## config.mk

```make
export PLATFORM = sky130hd
export DESIGN_NAME = ptm_timer_pair
export DESIGN_NICKNAME = d
export VERILOG_FILES = /design/src/ptm_pkg.sv /design/src/ptm_timer_pair.sv
export SDC_FILE = /design/constraint.sdc
export NUM_CORES = 1
export LEC_CHECK = 0
export BUFFER_PORTS_ARGS = -buffer_cell sky130_fd_sc_hd__buf_4
export CORE_MARGIN = 5
export CORE_UTILIZATION = 45
export DETAILED_ROUTE_END_ITERATION = 7
export SLEW_MARGIN = 0
export SYNTH_ARGS = -nofsm -noshare
export SYNTH_HDL_FRONTEND = slang
export SYNTH_SLANG_ARGS = --single-unit
```

## constraint.sdc

```tcl
create_clock -name clk -period 4.9 [get_ports clk]
set_clock_uncertainty 0.05 [all_clocks]
set_input_delay 0.49 -clock clk [delete_from_list [all_inputs] [get_ports clk]]
set_output_delay 0.49 -clock clk [all_outputs]
set_load 0.03 [all_outputs]
```

## src/ptm_pkg.sv

```systemverilog
// Purpose: Shared constants for the paired 16/32-bit timer block
// Assumes: AXI4-Lite register access, one word per register
// Notes:   Control words store only their implemented bits
package ptm_pkg;

   // Register byte addresses
   localparam logic [7:0]  ADDR_CTRL_LO   = 8'h00;
   localparam logic [7:0]  ADDR_CTRL_HI   = 8'h04;
   localparam logic [7:0]  ADDR_COUNT_LO  = 8'h08;
   localparam logic [7:0]  ADDR_COUNT_HI  = 8'h0c;
   localparam logic [7:0]  ADDR_PERIOD_LO = 8'h10;
   localparam logic [7:0]  ADDR_PERIOD_HI = 8'h14;
   localparam logic [7:0]  ADDR_FLAGS     = 8'h18;

   // Control field positions
   localparam int          BIT_RUN        = 15;
   localparam int          BIT_SIDL       = 13;
   localparam int          BIT_GATE       = 6;
   localparam int          BIT_PS_HI      = 5;
   localparam int          BIT_PS_LO      = 4;
   localparam int          BIT_CASC       = 3;
   localparam int          BIT_CS         = 1;

   // Flag positions
   localparam int          FLAG_LO        = 0;
   localparam int          FLAG_HI        = 1;

   // Implemented control bits and reset values
   localparam logic [15:0] CTRL_LO_MASK   = 16'ha07a;
   localparam logic [15:0] CTRL_HI_MASK   = 16'ha072;
   localparam logic [15:0] CTRL_RESET     = 16'h0000;
   localparam logic [15:0] COUNT_RESET    = 16'h0000;
   localparam logic [15:0] PERIOD_RESET   = 16'hffff;
   localparam logic [7:0]  PRE_RESET      = 8'h00;

   // Prescaler terminal counts (ratio minus one)
   localparam logic [7:0]  PS_MAX_1       = 8'h00;
   localparam logic [7:0]  PS_MAX_8       = 8'h07;
   localparam logic [7:0]  PS_MAX_64      = 8'h3f;
   localparam logic [7:0]  PS_MAX_256     = 8'hff;

   // Bus responses
   localparam logic [1:0]  RESP_OKAY      = 2'b00;
   localparam logic [1:0]  RESP_SLVERR    = 2'b10;

endpackage : ptm_pkg

```

## src/ptm_timer_pair.sv

```systemverilog
// Purpose: Two 16-bit timers, separate or cascaded into one 32-bit timer
// Assumes: clk is the instruction clock; pins are asynchronous to clk
// Notes:   Registers reached over AXI4-Lite; flags are sticky, write one to clear
`timescale 1ns/10ps
`default_nettype none
module ptm_timer_pair
   import ptm_pkg::*;
(
   // Clock and reset
   input  wire logic        clk,
   input  wire logic        rst_b,
   // AXI4-Lite write address and data
   input  wire logic        s_axi_awvalid,
   output logic             s_axi_awready,
   input  wire logic [7:0]  s_axi_awaddr,
   input  wire logic        s_axi_wvalid,
   output logic             s_axi_wready,
   input  wire logic [31:0] s_axi_wdata,
   input  wire logic [3:0]  s_axi_wstrb,
   // AXI4-Lite write response
   output logic             s_axi_bvalid,
   input  wire logic        s_axi_bready,
   output logic [1:0]       s_axi_bresp,
   // AXI4-Lite read
   input  wire logic        s_axi_arvalid,
   output logic             s_axi_arready,
   input  wire logic [7:0]  s_axi_araddr,
   output logic             s_axi_rvalid,
   input  wire logic        s_axi_rready,
   output logic [31:0]      s_axi_rdata,
   output logic [1:0]       s_axi_rresp,
   // Device state and pins
   input  wire logic        idle_mode,
   input  wire logic        low_ext_clock_pin,
   input  wire logic        high_ext_clock_pin,
   // Events
   output logic             low_flag_pulse,
   output logic             high_flag_pulse,
   output logic             adc_trigger
);

   function automatic logic [7:0] ps_max(input logic [1:0] sel);
      unique case (sel)
         2'b00: ps_max = PS_MAX_1;
         2'b01: ps_max = PS_MAX_8;
         2'b10: ps_max = PS_MAX_64;
         2'b11: ps_max = PS_MAX_256;
      endcase
   endfunction : ps_max

   function automatic logic [15:0] merge16(input logic [15:0] old, input logic [31:0] d,
                                           input logic [3:0] strb, input logic [15:0] mask);
      logic [15:0] v;
      v = {strb[1] ? d[15:8] : old[15:8], strb[0] ? d[7:0] : old[7:0]};
      merge16 = v & mask;
   endfunction : merge16

   // Pin synchronisers
   logic [2:0]  sync_reg [2];
   logic [2:0]  sync_next [2];
   logic [1:0]  lvl_reg;
   logic [1:0]  lvl_next;
   logic [1:0]  pin_rise;
   logic [1:0]  pin_fall;

   // Timer state
   logic [15:0] ctrl_reg [2];
   logic [15:0] ctrl_next [2];
   logic [15:0] count_reg [2];
   logic [15:0] count_next [2];
   logic [15:0] period_reg [2];
   logic [15:0] period_next [2];
   logic [7:0]  pre_reg [2];
   logic [7:0]  pre_next [2];
   logic [1:0]  flag_reg;
   logic [1:0]  flag_next;
   logic [1:0]  flag_set;
   logic [1:0]  flag_clr;
   logic [1:0]  pulse_reg;
   logic        adc_reg;
   logic        adc_next;

   // Timer decode
   logic        casc;
   logic [15:0] cfg [2];
   logic [1:0]  run_eff;
   logic [1:0]  gate_en;
   logic [1:0]  src_tick;
   logic [1:0]  pre_hit;
   logic [1:0]  gate_fall;
   logic [31:0] cnt32;
   logic [31:0] per32;
   logic        wrap32;
   logic [1:0]  wrap16;
   logic        src;

   // Bus state
   logic        aw_got_reg, aw_got_next;
   logic        w_got_reg, w_got_next;
   logic [7:0]  awaddr_reg, awaddr_next;
   logic [31:0] wdata_reg, wdata_next;
   logic [3:0]  wstrb_reg, wstrb_next;
   logic        bvalid_reg, bvalid_next;
   logic [1:0]  bresp_reg, bresp_next;
   logic        rvalid_reg, rvalid_next;
   logic [31:0] rdata_reg, rdata_next;
   logic [1:0]  rresp_reg, rresp_next;
   logic        do_wr;
   logic [1:0]  wr_ctrl;
   logic [1:0]  wr_count;
   logic [1:0]  wr_period;

   assign s_axi_awready   = !aw_got_reg;
   assign s_axi_wready    = !w_got_reg;
   assign s_axi_arready   = !rvalid_reg;
   assign s_axi_bvalid    = bvalid_reg;
   assign s_axi_bresp     = bresp_reg;
   assign s_axi_rvalid    = rvalid_reg;
   assign s_axi_rdata     = rdata_reg;
   assign s_axi_rresp     = rresp_reg;
   assign low_flag_pulse  = pulse_reg[FLAG_LO];
   assign high_flag_pulse = pulse_reg[FLAG_HI];
   assign adc_trigger     = adc_reg;

   // Synchronised pins; a change counts once stages two and three agree
   always_comb begin : sync_comb
      for (int i = 0; i < 2; i++) begin
         sync_next[i] = {sync_reg[i][1:0], (i == 0) ? low_ext_clock_pin : high_ext_clock_pin};
         lvl_next[i]  = (sync_reg[i][1] == sync_reg[i][2]) ? sync_reg[i][1] : lvl_reg[i];
         pin_rise[i]  = lvl_next[i] && !lvl_reg[i];
         pin_fall[i]  = !lvl_next[i] && lvl_reg[i];
      end
   end

   always_ff @(posedge clk) begin : sync_ff
      if (!rst_b) begin
         sync_reg[0] <= 3'h0;
         sync_reg[1] <= 3'h0;
         lvl_reg     <= 2'h0;
      end else begin
         sync_reg[0] <= sync_next[0];
         sync_reg[1] <= sync_next[1];
         lvl_reg     <= lvl_next;
      end
   end

   // Both sides of the bus; write address and data may arrive in either order
   always_comb begin : bus_comb
      aw_got_next = aw_got_reg;
      w_got_next  = w_got_reg;
      awaddr_next = awaddr_reg;
      wdata_next  = wdata_reg;
      wstrb_next  = wstrb_reg;
      bvalid_next = bvalid_reg && !s_axi_bready;
      bresp_next  = bresp_reg;
      rvalid_next = rvalid_reg && !s_axi_rready;
      rdata_next  = rdata_reg;
      rresp_next  = rresp_reg;
      if (s_axi_awvalid && !aw_got_reg) begin
         aw_got_next = 1'b1;
         awaddr_next = s_axi_awaddr;
      end
      if (s_axi_wvalid && !w_got_reg) begin
         w_got_next = 1'b1;
         wdata_next = s_axi_wdata;
         wstrb_next = s_axi_wstrb;
      end
      // Response waits until the previous one is accepted
      do_wr     = aw_got_reg && w_got_reg && !bvalid_reg;
      wr_ctrl   = '0;
      wr_count  = '0;
      wr_period = '0;
      flag_clr  = '0;
      if (do_wr) begin
         aw_got_next = 1'b0;
         w_got_next  = 1'b0;
         bvalid_next = 1'b1;
         bresp_next  = RESP_OKAY;
         unique case (awaddr_reg)
            ADDR_CTRL_LO:   wr_ctrl[0]   = 1'b1;
            ADDR_CTRL_HI:   wr_ctrl[1]   = 1'b1;
            ADDR_COUNT_LO:  wr_count[0]  = 1'b1;
            ADDR_COUNT_HI:  wr_count[1]  = 1'b1;
            ADDR_PERIOD_LO: wr_period[0] = 1'b1;
            ADDR_PERIOD_HI: wr_period[1] = 1'b1;
            ADDR_FLAGS:     flag_clr     = wstrb_reg[0] ? wdata_reg[1:0] : 2'h0;
            default:        bresp_next   = RESP_SLVERR;
         endcase
      end
      if (s_axi_arvalid && !rvalid_reg) begin
         rvalid_next = 1'b1;
         rresp_next  = RESP_OKAY;
         unique case (s_axi_araddr)
            ADDR_CTRL_LO:   rdata_next = {16'h0, ctrl_reg[0]};
            ADDR_CTRL_HI:   rdata_next = {16'h0, ctrl_reg[1]};
            ADDR_COUNT_LO:  rdata_next = {16'h0, count_reg[0]};
            ADDR_COUNT_HI:  rdata_next = {16'h0, count_reg[1]};
            ADDR_PERIOD_LO: rdata_next = {16'h0, period_reg[0]};
            ADDR_PERIOD_HI: rdata_next = {16'h0, period_reg[1]};
            ADDR_FLAGS:     rdata_next = {30'h0, flag_reg};
            default: begin
               rdata_next = 32'h0;
               rresp_next = RESP_SLVERR;
            end
         endcase
      end
   end

   always_ff @(posedge clk) begin : bus_ff
      if (!rst_b) begin
         aw_got_reg <= 1'b0;
         w_got_reg  <= 1'b0;
         awaddr_reg <= 8'h0;
         wdata_reg  <= 32'h0;
         wstrb_reg  <= 4'h0;
         bvalid_reg <= 1'b0;
         bresp_reg  <= RESP_OKAY;
         rvalid_reg <= 1'b0;
         rdata_reg  <= 32'h0;
         rresp_reg  <= RESP_OKAY;
      end else begin
         aw_got_reg <= aw_got_next;
         w_got_reg  <= w_got_next;
         awaddr_reg <= awaddr_next;
         wdata_reg  <= wdata_next;
         wstrb_reg  <= wstrb_next;
         bvalid_reg <= bvalid_next;
         bresp_reg  <= bresp_next;
         rvalid_reg <= rvalid_next;
         rdata_reg  <= rdata_next;
         rresp_reg  <= rresp_next;
      end
   end

   // Counting; a cascaded pair ignores the high control word except its stop-in-idle bit
   always_comb begin : timer_comb
      casc   = ctrl_reg[0][BIT_CASC];
      cnt32  = {count_reg[1], count_reg[0]};
      per32  = {period_reg[1], period_reg[0]};
      wrap16 = '0;
      for (int i = 0; i < 2; i++) begin
         cfg[i]       = casc ? ctrl_reg[0] : ctrl_reg[i];
         src          = casc ? 1'b0 : i[0];
         run_eff[i]   = cfg[i][BIT_RUN] &&
                        !(idle_mode && (ctrl_reg[i][BIT_SIDL] || (casc && ctrl_reg[1 - i][BIT_SIDL])));
         gate_en[i]   = cfg[i][BIT_GATE] && !cfg[i][BIT_CS];
         // Internal clock ticks every cycle, or only while the gate pin is high when gated; external counts synchronised rises
         src_tick[i]  = cfg[i][BIT_CS] ? pin_rise[src] : (!gate_en[i] || lvl_reg[src]);
         pre_hit[i]   = run_eff[i] && src_tick[i] && (pre_reg[i] == ps_max(cfg[i][BIT_PS_HI:BIT_PS_LO]));
         gate_fall[i] = gate_en[i] && run_eff[i] && pin_fall[src];
         if (wr_ctrl[i] || wr_count[i] || (casc && i == 1))
            pre_next[i] = PRE_RESET;
         else if (pre_hit[i])
            pre_next[i] = PRE_RESET;
         else if (run_eff[i] && src_tick[i])
            pre_next[i] = pre_reg[i] + 8'h01;
         else
            pre_next[i] = pre_reg[i];
         ctrl_next[i]   = wr_ctrl[i]
                        ? merge16(ctrl_reg[i], wdata_reg, wstrb_reg, (i == 0) ? CTRL_LO_MASK : CTRL_HI_MASK)
                        : ctrl_reg[i];
         period_next[i] = wr_period[i] ? merge16(period_reg[i], wdata_reg, wstrb_reg, 16'hffff) : period_reg[i];
      end
      wrap32 = casc && pre_hit[0] && (cnt32 == per32);
      if (casc) begin
         // Match clears the whole pair on the next tick
         if (pre_hit[0]) begin
            count_next[1] = (cnt32 == per32) ? 16'h0 : cnt32[31:16] + {15'h0, &cnt32[15:0]};
            count_next[0] = (cnt32 == per32) ? 16'h0 : cnt32[15:0] + 16'h0001;
         end else begin
            count_next[1] = count_reg[1];
            count_next[0] = count_reg[0];
         end
         flag_set = {wrap32 || gate_fall[0], 1'b0};
      end else begin
         for (int i = 0; i < 2; i++) begin
            wrap16[i]     = pre_hit[i] && (count_reg[i] == period_reg[i]);
            count_next[i] = !pre_hit[i] ? count_reg[i] : wrap16[i] ? 16'h0 : count_reg[i] + 16'h0001;
         end
         flag_set = wrap16 | gate_fall;
      end
      // Software loads win over counting
      for (int i = 0; i < 2; i++)
         if (wr_count[i])
            count_next[i] = merge16(count_reg[i], wdata_reg, wstrb_reg, 16'hffff);
      flag_next = (flag_reg & ~flag_clr) | flag_set;
      adc_next  = wrap32;
   end

   always_ff @(posedge clk) begin : timer_ff
      if (!rst_b) begin
         for (int i = 0; i < 2; i++) begin
            ctrl_reg[i]   <= CTRL_RESET;
            count_reg[i]  <= COUNT_RESET;
            period_reg[i] <= PERIOD_RESET;
            pre_reg[i]    <= PRE_RESET;
         end
         flag_reg  <= 2'h0;
         pulse_reg <= 2'h0;
         adc_reg   <= 1'b0;
      end else begin
         for (int i = 0; i < 2; i++) begin
            ctrl_reg[i]   <= ctrl_next[i];
            count_reg[i]  <= count_next[i];
            period_reg[i] <= period_next[i];
            pre_reg[i]    <= pre_next[i];
         end
         flag_reg  <= flag_next;
         pulse_reg <= flag_set;
         adc_reg   <= adc_next;
      end
   end
endmodule : ptm_timer_pair
`default_nettype wire

```

# [Yosys cells after proc, flatten, opt, wreduce, memory -nomap -nowiden]
# Memories as Yosys holds them, arrays and structs flattened.
# Cells that the tools add are included.
[classes] add_sub_neg=5 order_cmp=1 eq_ne=25 n_mux=76 bitwise=15 n_reduce_logical=63
[op_table] cell="2-to-1 mux 16 bit" count=19
[op_table] cell="2-to-1 mux 8 bit" count=18
[op_table] cell="one-hot mux 16 bit (7 select lines)" count=1
[op_table] cell="2-to-1 mux 32 bit" count=2
[op_table] cell="one-hot mux 8 bit (4 select lines)" count=2
[op_table] cell="equality test 8 x 5 -> 1 bit, second input constant" count=6
[op_table] cell="adder 16 x 1 -> 16 bit, second input constant" count=2
[op_table] cell="equality test 16 bit" count=2
[op_table] cell="equality test 32 bit" count=1
[op_table] cell="equality test 8 x 4 -> 1 bit, second input constant" count=4
[op_table] cell="logical AND 1 bit" count=31
[op_table] cell="2-to-1 mux 1 bit" count=21
[op_table] cell="2-to-1 mux 2 bit" count=9
[op_table] cell="adder 16 x 1 -> 16 bit" count=1
[op_table] cell="adder 8 x 1 -> 8 bit, second input constant" count=2
[op_table] cell="equality test 8 x 3 -> 1 bit, second input constant" count=2
[op_table] cell="equality test 8 bit" count=2
[op_table] cell="logical NOT 1 bit" count=16
[op_table] cell="logical NOT 8 bit" count=2
[op_table] cell="AND reduction 16 bit" count=1
[op_table] cell="2-to-1 mux 7 bit" count=2
[op_table] cell="OR reduction 7 bit" count=2
[op_table] cell="bitwise OR 1 bit" count=10
[op_table] cell="equality test 2 bit, second input constant" count=4
[op_table] cell="11 further kinds" count=23
[word_totals] ff_bits=73 ram_bits=118 elab_cells=204 n_memories=5
[mem_list] memory="count_reg" depth=2 width=16 read_ports=2 rd_clocked_by_memory_dff=0 wr=2 line="ptm_timer_pair.sv:69" text="logic [15:0] count_reg [2];"
[mem_list] memory="ctrl_reg" depth=2 width=16 read_ports=2 rd_clocked_by_memory_dff=0 wr=2 line="ptm_timer_pair.sv:67" text="logic [15:0] ctrl_reg [2];"
[mem_list] memory="period_reg" depth=2 width=16 read_ports=2 rd_clocked_by_memory_dff=0 wr=2 line="ptm_timer_pair.sv:71" text="logic [15:0] period_reg [2];"
[mem_list] memory="pre_reg" depth=2 width=8 read_ports=2 rd_clocked_by_memory_dff=0 wr=2 line="ptm_timer_pair.sv:73" text="logic [7:0] pre_reg [2];"
[mem_list] memory="sync_reg" depth=2 width=3 read_ports=2 rd_clocked_by_memory_dff=0 wr=2 line="ptm_timer_pair.sv:59" text="logic [2:0] sync_reg [2];"

# [Logic depth before layout (Yosys ltp)]
# An unclocked memory read counts as a cell.
[depth] ltp_word=15 mapped_depth=13

# [Least setup slack after synthesis]
# No wires, ideal clock.
[synth_timing] path_type="register -> register" startpoint="mem count_reg[0][3]" endpoint="mem count_reg[1][13] (netlist: count_reg[0][29])" setup_ns=0.070 arrival_time_ns=2.714 setup_slack_ns=2.066 stages_incl_launch_ff=14 cell_sequence="dfxtp_1 -> clkbuf_1 -> and3_1 -> and4_1 -> and2_1 -> nand2_1 -> nor3_1 -> ha_1 -> nand3_1 -> or2_2 -> or3_1 -> o32ai_1 -> o22ai_1 -> o2bb2ai_1"
[synth_rtl] element="start, declared" line="ptm_timer_pair.sv:69"

==> run_results.csv <==
group,metric,value,unit
run_status,status,"completed",
setup_path,worstPathMaxFanout,8,
route,vias,7660,
pwr,leakagePower,3.52,nW
clocking,cts_tree,"built",
logic_synthesis,ys_warn_count,0,
setup_path,cp-start-kind,"flip-flop",
sta,max-slew-margin-rel,0.221,
sta,fin_crit_sh,0.758,
route,avgViaCountPerCell,5.87,
final_layout,final_cell_mix,"nand2_1, dfxtp_1, buf_4",
logic_synthesis,synth_edf_count,0,
min_path,hold_start,"s_axi_rready",
global_routing,grt_start_max_net_pins,67,
sta,hold_viol_final,0,
setup_path,cp-end-kind,"flip-flop",
sta,tns,0,ps
logic_synthesis,async_reset_ff_frac,0,
global_routing,overflow,0,
sta,rsz0062_at_grt,"no",
logic_synthesis,synth_cell_types,80,
final_layout,syn2layout_area_growth,12.4,%
setup_path,required,5190,ps
route,highest_layer,"met4",
route,wl_met1,11.6,mm
floorplan,num_rows,50,
clocking,cts.hold.buffers_added,0,
logic_synthesis,ys_seq_area_frac,0.363,
global_routing,antenna_found_initial,0,
sta,period_minus_slack,3720,ps
setup_path,reg2reg_depth,12,
setup_path,reg2reg_from,"count_reg[0][3]",
sta,max_freq,269,MHz
setup_path,worstSetupPathType,"reg2reg",
logic_synthesis,synthesis.area,8490,um2
final_layout,register_area,3080,um2
sta,worst_pin_slew,1160,ps
global_routing,grt_pass1_wl,39.0,mm
route,drcViolationCount,0,
global_routing,grt_pass1_vias,6956,
floorplan,top_level_ports,106,
clocking,ctsHtreeMaxLevel,4,
clocking,clk_latency,430,ps
min_path,holdPathStages,2,
route,ant_nets,0,
clocking,cts_setup_buffers,0,
final_layout,multi_input_area,4910,um2
route,drt_first_pass_iters,8,
pwr,power_density,293,nW/um2
pwr,ir_drop,0.230,mV
final_layout,fillCellCount,1840,
global_routing,grt_usage,0.225,
clocking,clk_pin_slew_worst_paths,60,ps
final_layout,drive_gt1_frac,0.136,
final_layout,finalNetCount,1126,
sta,setup_violations,0,
route,wl_per_cell,19.1,um
setup_path,arrival,4000,ps
final_layout,antenna_cells,0,
logic_synthesis,synth_top_area_share,0.363,
floorplan,die_height,147,um
placement,hpwl,18.0,mm
logic_synthesis,ys.flop_type,"dfxtp_1",
clocking,cts_root_buf,"clkbuf_16",
min_path,hold_class,"in2reg",
placement,pre_cts_slack,1350,ps
floorplan,die_area,21700,um2
placement,port_buffers,69,
logic_synthesis,synthTopCellsByArea,"dfxtp_1, nand2_1, mux2i_1",
setup_path,ff2ff_setup_slack,1180,ps
sta,fin_ws,1180,ps
route,drt_iter0_drc,637,
route,dr_wl_met3,1.45,mm
placement,gp_congestion,0.878,
logic_synthesis,avgSynthCellArea,8.17,um2
floorplan,fp.coreArea,18600,um2
route,met2RoutedLength,11.2,mm
clocking,cts_sinks,154,
logic_synthesis,synth-seq-cells,154,
logic_synthesis,syn_inst,1039,
setup_path,rr_endpoint,"count_reg[0][28]",
sta,drv_slew,0,
logic_synthesis,yosysTopAreaCell,"dfxtp_1",
clocking,cts_buffer_depth,2,
floorplan,initial_utilization,0.455,
flow_run,drv_cap,0,
floorplan,die_x,147,um
route,wirelength,24.9,mm
clocking,numCtsBuffers,17,
min_path,hold_end,"s_axi_rvalid",
clocking,ctsResizeCount,0,
[worst max-delay path by stage]
stage | startpoint | slack [ps] | endpoint | depth (start not counted)
after global placement | count_reg[0][3] | 1410 | count_reg[0][28] | 12
final | count_reg[0][3] | 1180 | count_reg[0][28] | 12
after global routing | count_reg[0][3] | 950 | count_reg[0][28] | 12
after detailed placement | count_reg[0][3] | 1350 | count_reg[0][28] | 12
after CTS | count_reg[0][3] | 1320 | count_reg[0][28] | 12
after floorplan | count_reg[0][3] | 2070 | count_reg[0][29] | 13
[cells in the mapped netlist, types with 17 or more instances]
| cell type | count |
|---|---|
| dfxtp_1 | 154 |
| nand2_1 | 154 |
| nor2_1 | 73 |
| nand3_1 | 61 |
| a21oi_1 | 58 |
| clkbuf_1 | 53 |
| mux2i_1 | 48 |
| xor2_1 | 40 |
| o21ai_0 | 25 |
| buf_4 | 24 |
| a22oi_1 | 22 |
| inv_1 | 21 |
| a21o_1 | 19 |
| nand4_1 | 17 |
[where the power goes]
group	leakage [nW]	total (mW)	internal, mW	switching (mW)
Combinational	1.99	0.158	0.0564	0.101
Sequential	1.25	1.31	1.27	0.0406
Clock	0.282	1.33	0.759	0.570
[per-stage QoR]
| stage | hold WS, ps | total power, mW | util | std cells | instance area [um2] |
|---|---|---|---|---|---|
| floorplan | 362 | 1.44 | - | 1056 | 8550 |
| global placement | 366 | 1.49 | 0.480 | 1273 | 8950 |
| detailed placement | 373 | 1.50 | 0.480 | 1273 | 8950 |
| CTS | 175 | 2.82 | 0.512 | 1305 | 9540 |
| global route | 182 | 2.89 | 0.512 | 1305 | 9540 |
| finish | 189 | 2.80 | 0.512 | 1305 | 9540 |
[logic make-up (layout without fill, tap and decap cells)]
| kind of cell | after synthesis | after routing | share of synthesized area |
|---|---|---|---|
| other cells | 1 | 18 | 0.000442 |
| buf+inv | 117 | 132 | 0.0659 |
| simple gates | 414 | 414 | 0.238 |
| flops | 154 | 154 | 0.363 |
| compound gates | 242 | 242 | 0.207 |
| fa+ha+maj | 6 | 6 | 0.00884 |
| xor+xnor | 52 | 52 | 0.0536 |
| mux | 53 | 53 | 0.0632 |
[metal layers]
metal  up-vias  global-route usage
met2       252               0.347
met1      3636               0.320
met4         0              0.0722
li1       3742                   -
met3        30              0.0423
met5         -                   0
[worst max-delay path: stages (launching register included)]
cell and delay, ps:
dfxtp_1 510, and3_1 260, and4_1 260, and2_1 230, nand2_1 80, nor3_1 670
ha_1 340, nand2_1 110, nor2_1 230, inv_1 110, o32ai_2 330, o22ai_1 170
a311oi_1 250
[layout make-up]
cell class,count,share of cell area
multi-input combinational,785,0.515
sequential,154,0.323
timing repair buffer,77,0.0606
clock buffer,17,0.0446
tap,234,0.0307
clock inverter,15,0.0173
inverter,23,0.00905
No activity file was read; power rests on OpenSTA's default activity.
